$ cat config.mk
export PLATFORM = sky130hd
export DESIGN_NAME = bit_clear_field_complement_unit
export DESIGN_NICKNAME = d
export VERILOG_FILES = /design/src/shared/bit_unit_pkg.sv /design/src/logic/bit_clear_field_complement_unit.sv
export VERILOG_INCLUDE_DIRS = /design/src /design/src/shared
export SDC_FILE = /design/constraint.sdc
export NUM_CORES = 2
export LEC_CHECK = 0
export ABC_CLOCK_PERIOD_IN_PS = 4700
export BUFFER_PORTS_ARGS = -buffer_cell sky130_fd_sc_hd__clkbuf_2
export CAP_MARGIN = 20
export CORE_MARGIN = 8
export CORE_UTILIZATION = 25
export CTS_BUF_LIST = sky130_fd_sc_hd__clkbuf_4
export CTS_CLUSTER_SIZE = 25
export DETAILED_ROUTE_END_ITERATION = 10
export PLACE_DENSITY_LB_ADDON = 0.25
export SLEW_MARGIN = 20
export SYNTH_ARGS = -nofsm -noshare
export SYNTH_HDL_FRONTEND = slang
export SYNTH_SLANG_ARGS = --single-unit
$ cat constraint.sdc
create_clock -name core_clk -period 4.7 [get_ports core_clk]
set_input_delay 0.705 -clock core_clk [delete_from_list [all_inputs] [get_ports core_clk]]
set_output_delay 0.705 -clock core_clk [all_outputs]
set_load 0.01 [all_outputs]
$ cat src/shared/bit_unit_params.svh
`ifndef BIT_UNIT_PARAMS_SVH
`define BIT_UNIT_PARAMS_SVH
// Register byte offsets on the AXI4-Lite slave.
`define OFS_CMD 8'h00
`define OFS_STATUS 8'h04
`define OFS_CCR 8'h08
`define OFS_EA 8'h0c
`define OFS_DREG_HI 3'h1
// Condition code bit positions.
`define CCR_X 4
`define CCR_N 3
`define CCR_Z 2
`define CCR_V 1
`define CCR_C 0
// Bus responses.
`define RESP_OK 2'b00
`define RESP_ERR 2'b10
// Opcode patterns.
`define OP_DYN_TOP 4'h0
`define OP_DYN_SEL 3'h6
`define OP_STAT 10'h022
`define OP_FLD 10'h3ab
// Addressing modes.
`define MODE_DREG 3'h0
`define MODE_AREG 3'h1
`define MODE_POSTINC 3'h3
`define MODE_PREDEC 3'h4
`define MODE_EXT 3'h7
// Field width that a zero width code stands for.
`define FIELD_MAX 6'h20
`endif

$ cat src/shared/bit_unit_pkg.sv
package bit_unit_pkg;
  // Sequencer states.
  typedef enum logic [1:0] {ST_IDLE, ST_EXEC, ST_READ, ST_WRITE} unit_state_t;
  // Register address classes.
  typedef enum logic [2:0] {SEL_NONE, SEL_CMD, SEL_STATUS, SEL_CCR, SEL_EA,
    SEL_DREG} reg_sel_t;
  // All state of the unit.
  typedef struct packed {
    unit_state_t st;
    logic [15:0] op;
    logic [15:0] ext;
    logic [7:0][31:0] dreg;
    logic [4:0] ccr;
    logic [31:0] ea;
    logic illegal;
    logic done;
    logic is_clr;
    logic [2:0] cnt;
    logic [2:0] nbytes;
    logic [31:0] addr;
    logic [39:0] bufv;
    logic [39:0] mask;
    logic aw_got;
    logic [7:0] awaddr;
    logic w_got;
    logic [31:0] wdata;
    logic [3:0] wstrb;
    logic awready;
    logic wready;
    logic bvalid;
    logic [1:0] bresp;
    logic arready;
    logic rvalid;
    logic [1:0] rresp;
    logic [31:0] rdata;
    logic mem_req;
    logic mem_we;
    logic [7:0] mem_wdata;
  } unit_regs_t;
endpackage
$ cat src/logic/bit_clear_field_complement_unit.sv
`timescale 1ns/1ps
`include "bit_unit_params.svh"
// What this block does
// - Test chosen bit into Z, then clear it.
// - Z set if bit was zero; others kept.
// - Register destination bit number modulo 32.
// - Memory: read byte, clear bit mod 8, write.
// - Bit zero is the least significant bit.
// - Bit number from immediate or data register.
// - Opcode field 11:9 picks the bit register.
// - Clear allows only data alterable modes.
// - Long on register, byte on memory.
// - Complement every field bit, write back.
// - Field flags come from original value.
// - N is field MSB, Z all zero, VC cleared.
// - Field given by start offset and width.
// - Offset register from bits 8:6, 10:9 zero.
// - Immediate offset ranges 0 to 31.
// - Register offset is signed 32 bits.
// - Width register from bits 2:0, 4:3 zero.
// - Immediate width zero means 32 bits.
// - Register width modulo 32, zero is 32.
// - Complement allows data_reg or alterable control modes.
module bit_clear_field_complement_unit
  import bit_unit_pkg::*;
(
  input wire logic core_clk,
  input wire logic rst,
  input wire logic [7:0] s_axi_awaddr,
  input wire logic s_axi_awvalid,
  output logic s_axi_awready,
  input wire logic [31:0] s_axi_wdata,
  input wire logic [3:0] s_axi_wstrb,
  input wire logic s_axi_wvalid,
  output logic s_axi_wready,
  output logic [1:0] s_axi_bresp,
  output logic s_axi_bvalid,
  input wire logic s_axi_bready,
  input wire logic [7:0] s_axi_araddr,
  input wire logic s_axi_arvalid,
  output logic s_axi_arready,
  output logic [31:0] s_axi_rdata,
  output logic [1:0] s_axi_rresp,
  output logic s_axi_rvalid,
  input wire logic s_axi_rready,
  output logic mem_req,
  output logic mem_we,
  output logic [31:0] mem_addr,
  output logic [7:0] mem_wdata,
  input wire logic [7:0] mem_rdata,
  input wire logic mem_ack
);

  // ----------------------------------------------------------
  // Helper functions
  // ----------------------------------------------------------

  // Maps a byte address to the register it names.
  function automatic reg_sel_t reg_sel(input logic [7:0] a);
    reg_sel_t s;
    s = SEL_NONE;
    if (a[7:5] == `OFS_DREG_HI && a[1:0] == 2'h0) begin
      s = SEL_DREG;
    end else if (a == `OFS_CMD) begin
      s = SEL_CMD;
    end else if (a == `OFS_STATUS) begin
      s = SEL_STATUS;
    end else if (a == `OFS_CCR) begin
      s = SEL_CCR;
    end else if (a == `OFS_EA) begin
      s = SEL_EA;
    end
    return s;
  endfunction

  // Applies byte strobes to a word.
  function automatic logic [31:0] merge(input logic [31:0] old,
    input logic [31:0] nw, input logic [3:0] strb);
    logic [31:0] r;
    r = old;
    for (int i = 0; i < 4; i++) begin
      if (strb[i]) begin
        r[i*8 +: 8] = nw[i*8 +: 8];
      end
    end
    return r;
  endfunction

  // Tells whether an addressing mode suits the operation.
  function automatic logic ea_ok(input logic fld, input logic [2:0] m,
    input logic [2:0] r);
    logic ok;
    ok = 1'b0;
    unique case (m)
      `MODE_AREG: ok = 1'b0;
      `MODE_POSTINC, `MODE_PREDEC: ok = !fld;
      `MODE_EXT: ok = (r[2:1] == 2'h0);
      default: ok = 1'b1;
    endcase
    return ok;
  endfunction

  // ----------------------------------------------------------
  // State and decode
  // ----------------------------------------------------------

  unit_regs_t q; // Registered state.
  unit_regs_t n; // Next state.
  logic [2:0] mode; // Addressing mode field.
  logic [2:0] rg; // Addressing register field.
  logic dyn; // Register bit number clear.
  logic stat; // Immediate bit number clear.
  logic fld; // Field complement.
  logic clr; // Either clear form.
  logic ext_ok; // Extension word well formed.
  logic legal; // Instruction may run.
  logic regdst; // Destination is a data register.
  logic [31:0] dsel; // Destination register value.
  logic [31:0] bitnum; // Bit number operand.
  logic [31:0] bmask; // One-hot bit in a register.
  logic tested; // Selected register bit.
  logic [31:0] off; // Field offset.
  logic [4:0] wraw; // Raw width code.
  logic [5:0] wid; // Field width, 1 to 32.
  logic [31:0] top; // Left-aligned width mask.
  logic [63:0] rot64; // Rotated field mask pair.
  logic [31:0] rmask; // Field mask in a register.
  logic fmsb; // Field MSB in a register.
  logic [6:0] span; // Bit span for byte count.
  logic [2:0] nb; // Bytes that a memory field spans.
  logic [39:0] mmask; // Mask over the byte buffer.
  logic [31:0] maddr; // First memory byte address.
  reg_sel_t wsel; // Register written.
  reg_sel_t rsel; // Register read.

  assign mode = q.op[5:3];
  assign rg = q.op[2:0];
  // Opcode decode.
  assign dyn = (q.op[15:12] == `OP_DYN_TOP) && (q.op[8:6] == `OP_DYN_SEL);
  assign stat = (q.op[15:6] == `OP_STAT);
  assign fld = (q.op[15:6] == `OP_FLD);
  assign clr = dyn || stat;
  // Reserved extension bits must be zero.
  // The register bit number form carries no extension word, so nothing is checked.
  assign ext_ok = stat ? (q.ext[15:8] == 8'h00) :
    (!fld || ((q.ext[15:12] == 4'h0) &&
    (!q.ext[11] || q.ext[10:9] == 2'h0) &&
    (!q.ext[5] || q.ext[4:3] == 2'h0)));
  assign legal = (clr || fld) && ext_ok && ea_ok(fld, mode, rg);
  assign regdst = (mode == `MODE_DREG);
  assign dsel = q.dreg[rg];
  // The bit number comes from an opcode-named register or the extension.
  assign bitnum = dyn ? q.dreg[q.op[11:9]] : {24'h0, q.ext[7:0]};
  // Bit zero is the least significant; the number wraps at 32.
  assign bmask = 32'h1 << bitnum[4:0];
  assign tested = |(dsel & bmask);
  // Offset is a signed register value or an immediate.
  assign off = q.ext[11] ? q.dreg[q.ext[8:6]] : {27'h0, q.ext[10:6]};
  assign wraw = q.ext[5] ? q.dreg[q.ext[2:0]][4:0] : q.ext[4:0];
  assign wid = (wraw == 5'h0) ? `FIELD_MAX : {1'b0, wraw};
  assign top = ~(32'hffffffff >> wid);
  // A register field starts at bit 31 minus offset and wraps round.
  assign rot64 = {top, top} >> off[4:0];
  assign rmask = rot64[31:0];
  assign fmsb = dsel[5'h1f - off[4:0]];
  assign span = {4'h0, off[2:0]} + {1'b0, wid} + 7'h07;
  assign nb = span[5:3];
  // Memory fields count bits from the MSB of the first byte.
  assign mmask = clr ? {8'h01 << bitnum[2:0], 32'h0} :
    ({top, 8'h00} >> off[2:0]);
  assign maddr = clr ? q.ea : (q.ea + {{3{off[31]}}, off[31:3]});
  assign wsel = reg_sel(q.awaddr);
  assign rsel = reg_sel(s_axi_araddr);

  // ----------------------------------------------------------
  // Next-state logic
  // ----------------------------------------------------------

  // Sequencer, datapath and bus slave in one pass.
  always_comb begin
    n = q;
    unique case (q.st)
      ST_IDLE: begin
      end
      ST_EXEC: begin
        n.done = 1'b1;
        n.st = ST_IDLE;
        if (!legal) begin
          // Only the error and done flags change.
          n.illegal = 1'b1;
        end else if (regdst && clr) begin
          // Long operation on a data register.
          n.ccr[`CCR_Z] = !tested;
          n.dreg[rg] = dsel & ~bmask;
        end else if (regdst) begin
          // Flags from the value before inversion.
          n.ccr[`CCR_N] = fmsb;
          n.ccr[`CCR_Z] = !(|(dsel & rmask));
          n.ccr[`CCR_V] = 1'b0;
          n.ccr[`CCR_C] = 1'b0;
          n.dreg[rg] = dsel ^ rmask;
        end else begin
          // Memory read-modify-write.
          n.done = 1'b0;
          n.st = ST_READ;
          n.is_clr = clr;
          n.mask = mmask;
          n.nbytes = clr ? 3'h1 : nb;
          n.addr = maddr;
          n.cnt = 3'h0;
          n.mem_req = 1'b1;
          n.mem_we = 1'b0;
        end
      end
      ST_READ: begin
        if (mem_ack) begin
          // Bytes fill the buffer from its top.
          n.bufv[6'h27 - {q.cnt, 3'h0} -: 8] = mem_rdata;
          n.cnt = q.cnt + 3'h1;
          n.addr = q.addr + 32'h1;
          if (n.cnt == q.nbytes) begin
            if (q.is_clr) begin
              n.ccr[`CCR_Z] = !(|(n.bufv & q.mask));
              n.bufv = n.bufv & ~q.mask;
            end else begin
              // Flags are taken before the inversion is applied.
              n.ccr[`CCR_N] = |(n.bufv & q.mask & ~(q.mask >> 1));
              n.ccr[`CCR_Z] = !(|(n.bufv & q.mask));
              n.ccr[`CCR_V] = 1'b0;
              n.ccr[`CCR_C] = 1'b0;
              n.bufv = n.bufv ^ q.mask;
            end
            n.st = ST_WRITE;
            n.cnt = 3'h0;
            n.addr = q.addr + 32'h1 - {29'h0, q.nbytes};
            n.mem_we = 1'b1;
            n.mem_wdata = n.bufv[39:32];
          end
        end
      end
      ST_WRITE: begin
        if (mem_ack) begin
          // Write the same bytes back in the same order.
          n.cnt = q.cnt + 3'h1;
          n.addr = q.addr + 32'h1;
          n.mem_wdata = q.bufv[6'h27 - {n.cnt, 3'h0} -: 8];
          if (n.cnt == q.nbytes) begin
            n.mem_req = 1'b0;
            n.mem_we = 1'b0;
            n.done = 1'b1;
            n.st = ST_IDLE;
          end
        end
      end
    endcase

    // Write address and data may arrive in either order.
    if (s_axi_awvalid && q.awready) begin
      n.aw_got = 1'b1;
      n.awaddr = s_axi_awaddr;
    end
    if (s_axi_wvalid && q.wready) begin
      n.w_got = 1'b1;
      n.wdata = s_axi_wdata;
      n.wstrb = s_axi_wstrb;
    end
    if (q.bvalid && s_axi_bready) begin
      n.bvalid = 1'b0;
    end
    // Perform a write once both halves are held.
    if (q.aw_got && q.w_got && !q.bvalid) begin
      n.aw_got = 1'b0;
      n.w_got = 1'b0;
      n.bvalid = 1'b1;
      n.bresp = `RESP_OK;
      if (wsel == SEL_NONE) begin
        n.bresp = `RESP_ERR;
      end else if (wsel == SEL_STATUS) begin
        // Status is read only; the write is dropped.
      end else if (q.st != ST_IDLE) begin
        // Operands are frozen while an operation runs.
        n.bresp = `RESP_ERR;
      end else if (wsel == SEL_CMD) begin
        // The opcode sits in the low half and the extension word in the high half.
        {n.ext, n.op} = merge({q.ext, q.op}, q.wdata, q.wstrb);
        n.done = 1'b0;
        n.illegal = 1'b0;
        n.st = ST_EXEC;
      end else if (wsel == SEL_CCR) begin
        n.ccr = 5'(merge({27'h0, q.ccr}, q.wdata, q.wstrb));
      end else if (wsel == SEL_EA) begin
        n.ea = merge(q.ea, q.wdata, q.wstrb);
      end else begin
        n.dreg[q.awaddr[4:2]] = merge(q.dreg[q.awaddr[4:2]], q.wdata, q.wstrb);
      end
    end
    n.awready = !n.aw_got && !n.bvalid;
    n.wready = !n.w_got && !n.bvalid;

    // Reads answer one cycle after the address is taken.
    if (q.rvalid && s_axi_rready) begin
      n.rvalid = 1'b0;
    end
    if (s_axi_arvalid && q.arready) begin
      n.rvalid = 1'b1;
      n.rresp = `RESP_OK;
      unique case (rsel)
        SEL_CMD: n.rdata = {q.ext, q.op};
        SEL_STATUS: n.rdata = {29'h0, q.st != ST_IDLE, q.illegal, q.done};
        SEL_CCR: n.rdata = {27'h0, q.ccr};
        SEL_EA: n.rdata = q.ea;
        SEL_DREG: n.rdata = q.dreg[s_axi_araddr[4:2]];
        default: begin
          n.rdata = 32'h0;
          n.rresp = `RESP_ERR;
        end
      endcase
    end
    n.arready = !n.rvalid;
  end

  // ----------------------------------------------------------
  // State register
  // ----------------------------------------------------------

  // Synchronous reset clears all state.
  always_ff @(posedge core_clk) begin
    if (rst) begin
      q <= '0;
    end else begin
      q <= n;
    end
  end

  // Outputs come straight from the state register.
  assign s_axi_awready = q.awready;
  assign s_axi_wready = q.wready;
  assign s_axi_bvalid = q.bvalid;
  assign s_axi_bresp = q.bresp;
  assign s_axi_arready = q.arready;
  assign s_axi_rvalid = q.rvalid;
  assign s_axi_rresp = q.rresp;
  assign s_axi_rdata = q.rdata;
  assign mem_req = q.mem_req;
  assign mem_we = q.mem_we;
  assign mem_addr = q.addr;
  assign mem_wdata = q.mem_wdata;
endmodule // bit_clear_field_complement_unit

==> impl_metrics.yaml <==
timing:
  drv_slew: 0
  worst_slew_pin_slew_ns: 1.29
  fin_ws_ns: 0.110
  skew_ns: 0.150
  period_needed_ns: 4.59
  hold_violations: 0
  period_share: 0.977
  rsz0062_at_grt: "yes"
  slew_headroom: 0.136
  setup_viol: 0
  max_freq_mhz: 218
floorplan:
  die_w_microns: 421
  core_sq_um: 163000
  rows: 148
  dieArea_sq_um: 177000
  start_util: 0.252
  die_h_microns: 421
  ios: 151
placed_design:
  pre_cts_slack_ns: -0.0795
  portBuffers: 148
  place_congestion: 0.975
  dp.cells: 7307
  dp_hpwl_microns: 153000
power:
  p_seq_frac: 0.468
  power.internal_uw: 7220
  p_leak_uw: 0.0172
  ir_drop_v: 0.000244
  p_per_area_nw_per_um2: 205
  pwr-share-comb: 0.060
  clockPowerShare: 0.472
  power_switching_uw: 2860
  fin_total_pwr_uw: 10100
  swShare: 0.284
clock_network:
  clkLatencyLatePin_ns: 1.29
  cts_htree_levels: 4
  cts_tree: "done"
  cts_made_buffers: 164
  cts_root_buf: "clkbuf_4"
  clkTransAtPathRegs_ns: 0.07
  clockBufferDepth: 3
  cts.sinks: 542
global_route:
  grt_pass1_vias: 42154
  grtUsageMet1: 0.282
  grt_pass1_wl_microns: 305000
  antenna_found_initial: 22
  gr-total-overflow: 0
  use_met3: 0.0631
  grt_max_degree: 164
  grt_usage: 0.228
  busiest_layer: "met2"
  grtUsageMet2: 0.359
min_path:
  hold_class: "in2reg"
synth:
  synthFlopType: "dfxtp_1"
  yosysUniqueCellTypes: 99
  syn_avg_cell_area_sq_um: 8.15
  netlist_area_sq_um: 41100
  yosysMostFrequentCell: "nand2_1"
  synth-edff-count: 0
  synth_cells: 5035
  synth.area.top_cells: "dfxtp_1 (26%), mux4_2 (14%), nand2_1 (6.7%)"
  synth_common_cells: "nand2_1 (734), dfxtp_1 (542), nor2_1 (455)"
  yosysTopAreaCellShare: 0.264
  synth_seq_cells: 542
  yosys.area.top_type: "dfxtp_1"
  ys_warn_count: 0
  ys_async_sr_fraction: 0
  seq_area_frac_synth: 0.264
cells_and_area:
  final_util: 0.302
  area_growth_pct: 19.9
  final_cells: 7702
  layout.nets: 5625
  fillers: 17533
  drive_above_1_share: 0.227
setup_path:
  required_ns: 5.85
  crit_arrival_ns: 5.74
  cpMaxStageDelayCell: "mux4_2"
  worst-setup-path-type: "reg2reg"
  cp_max_fo: 8
  path_common_cell: "o22ai_1"
  crit_buf_inv: 2
  cp-start-kind: "flop"
  end_kind: "flop"
  cp_top_family: "compound AO/OA/AOI/OAI gates"
  path_cells: "buf_12, mux4_2, a22o_1, o22ai_1, buf_4, o22ai_1, a221oi_2, mux2i_1, mux4_2, ha_1, nor4_1, nand4_1, nor4_2, a21oi_1, o22ai_1, nand3_1, a31oi_1, a21o_1"
  cp_slowest_stage_delay_ns: 0.51
flow_run:
  drv_cap: 0
drt:
  drt_pass1_iterations: 7
  drt-vias-per-instance: 5.73
  detail-route-antenna-nets: 0
  routedWlPerCell_microns: 27.8
  routed_wl_microns: 214000
  dr.first_iter.drc_count: 5302
  dr_total_vias: 44170
  drc: 0
outcome:
  status: "finished, final reports clean"
[cells in the final DEF, fill, tap and decap left out, types with 22 or more instances in the layout]
master | synthesis | routed
nor4_1 | 40 | 37
buf_4 | 81 | 420
o22ai_1 | 137 | 137
a211oi_1 | 85 | 83
buf_12 | 0 | 22
nand2b_1 | 47 | 47
xnor2_1 | 43 | 43
mux4_2 | 251 | 251
and2_1 | 29 | 27
a221oi_1 | 35 | 34
a21oi_1 | 326 | 321
clkbuf_4 | 0 | 240
a311oi_1 | 26 | 26
dfxtp_1 | 542 | 530
a21o_1 | 27 | 27
dlygate4sd3_1 | 0 | 98
a22oi_1 | 94 | 94
inv_1 | 99 | 98
nand3_1 | 86 | 86
ha_1 | 158 | 157
nand4_1 | 33 | 33
o21ai_0 | 426 | 422
mux2i_1 | 176 | 176
mux2_2 | 39 | 39
nand2_1 | 734 | 732
nor3_1 | 93 | 85
o21ai_1 | 51 | 51
xor2_1 | 35 | 35
nor2_1 | 455 | 441
o211ai_1 | 180 | 180
clkinv_1 | 2 | 28
clkbuf_2 | 1 | 145
[final timing paths]
check | start | endpoint | slack (ns) | cells past startpoint
min | s_axi_wvalid | q[64] | 0.13 | 5
min reg2reg | mem_wdata[5] | mem_wdata[5] | 0.45 | 2
max reg2reg | q[512] | q[252] | 0.11 | 18
max | q[512] | q[252] | 0.11 | 18
[registers in the layout, indices dropped and copies added (netlist names), named ones only]
signal	count
s_axi_wready	1
mem_wdata	8
mode	3
s_axi_rresp	1
mem_addr	32
s_axi_bvalid	1
q	457
s_axi_awready	1
s_axi_bresp	1
mem_req	1
s_axi_arready	1
mem_we	1
s_axi_rvalid	1
s_axi_rdata	32
[final cells by class]
cell class                 instances  area [sq um]  share of cell area
sequential                       542         10900               0.221
inverter                         102           383             0.00778
antenna                           16          40.0            0.000813
multi-input combinational       3899         27800               0.565
clock buffer                     240          1800              0.0366
clock inverter                    40           224             0.00455
timing repair buffer             688          5360               0.109
tap                             2175          2720              0.0553
[worst register-to-register path, delay by kind of cell (launching register included)]
kind	cells	cell delay [ns]
flip-flops	1	0.40
AND/OR/NAND/NOR	4	0.83
buffers and inverters	2	0.37
multiplexers	3	1.16
adder cells (fa/ha/maj)	1	0.23
AO/OA/AOI/OAI	8	1.54
[metrics by stage]
stage          TNS, ns  hold slack [ns]  area [sq um]
2_1_floorplan        0            0.426         41100
3_3_place_gp    -0.108            0.441         46100
3_5_place_dp   -0.0795            0.446         46100
4_1_cts              0           0.0273         49100
5_1_grt         -0.119           0.0582         49200
6_report             0            0.128         49200
[power groups by stage]
stage,registers [uW],logic [uW],clock network [uW]
6_report,4720,603,4760
5_1_grt,4710,627,5130
3_3_place_gp,4820,532,0
2_1_floorplan,4750,326,0
4_1_cts,4710,594,4860
3_5_place_dp,4810,533,0
[logic make-up (layout without fill, tap and decap cells)]
group                    after synthesis  count (layout)  synth area share
AND/OR/NAND/NOR                     1626            1626             0.174
AO/OA/AOI/OAI                       1563            1563             0.240
buffers and inverters                595            1070            0.0633
flip-flops                           542             542             0.264
multiplexers                         466             466             0.191
adder cells (fa/ha/maj)              163             163            0.0499
XOR/XNOR                              79              79            0.0172
other                                  1              18         0.0000914
[per-layer routing]
metal	vias to the layer above	wire (microns)	part of all wire
met5	-	115	0.00054
met4	18	13900	0.065
met3	709	21500	0.10
met2	2487	94500	0.44
met1	21446	83700	0.39
li1	19510	-	-
[repair_timing]
item,4_1_cts,5_1_grt
pin swaps,0,3
resized for setup,1,24
buffers inserted,0,1
endpoints found under the hold margin,83,0
hold buffers,98,0
endpoints found under the setup margin,1,85
Note: power is estimated with default switching activity, not from simulation.
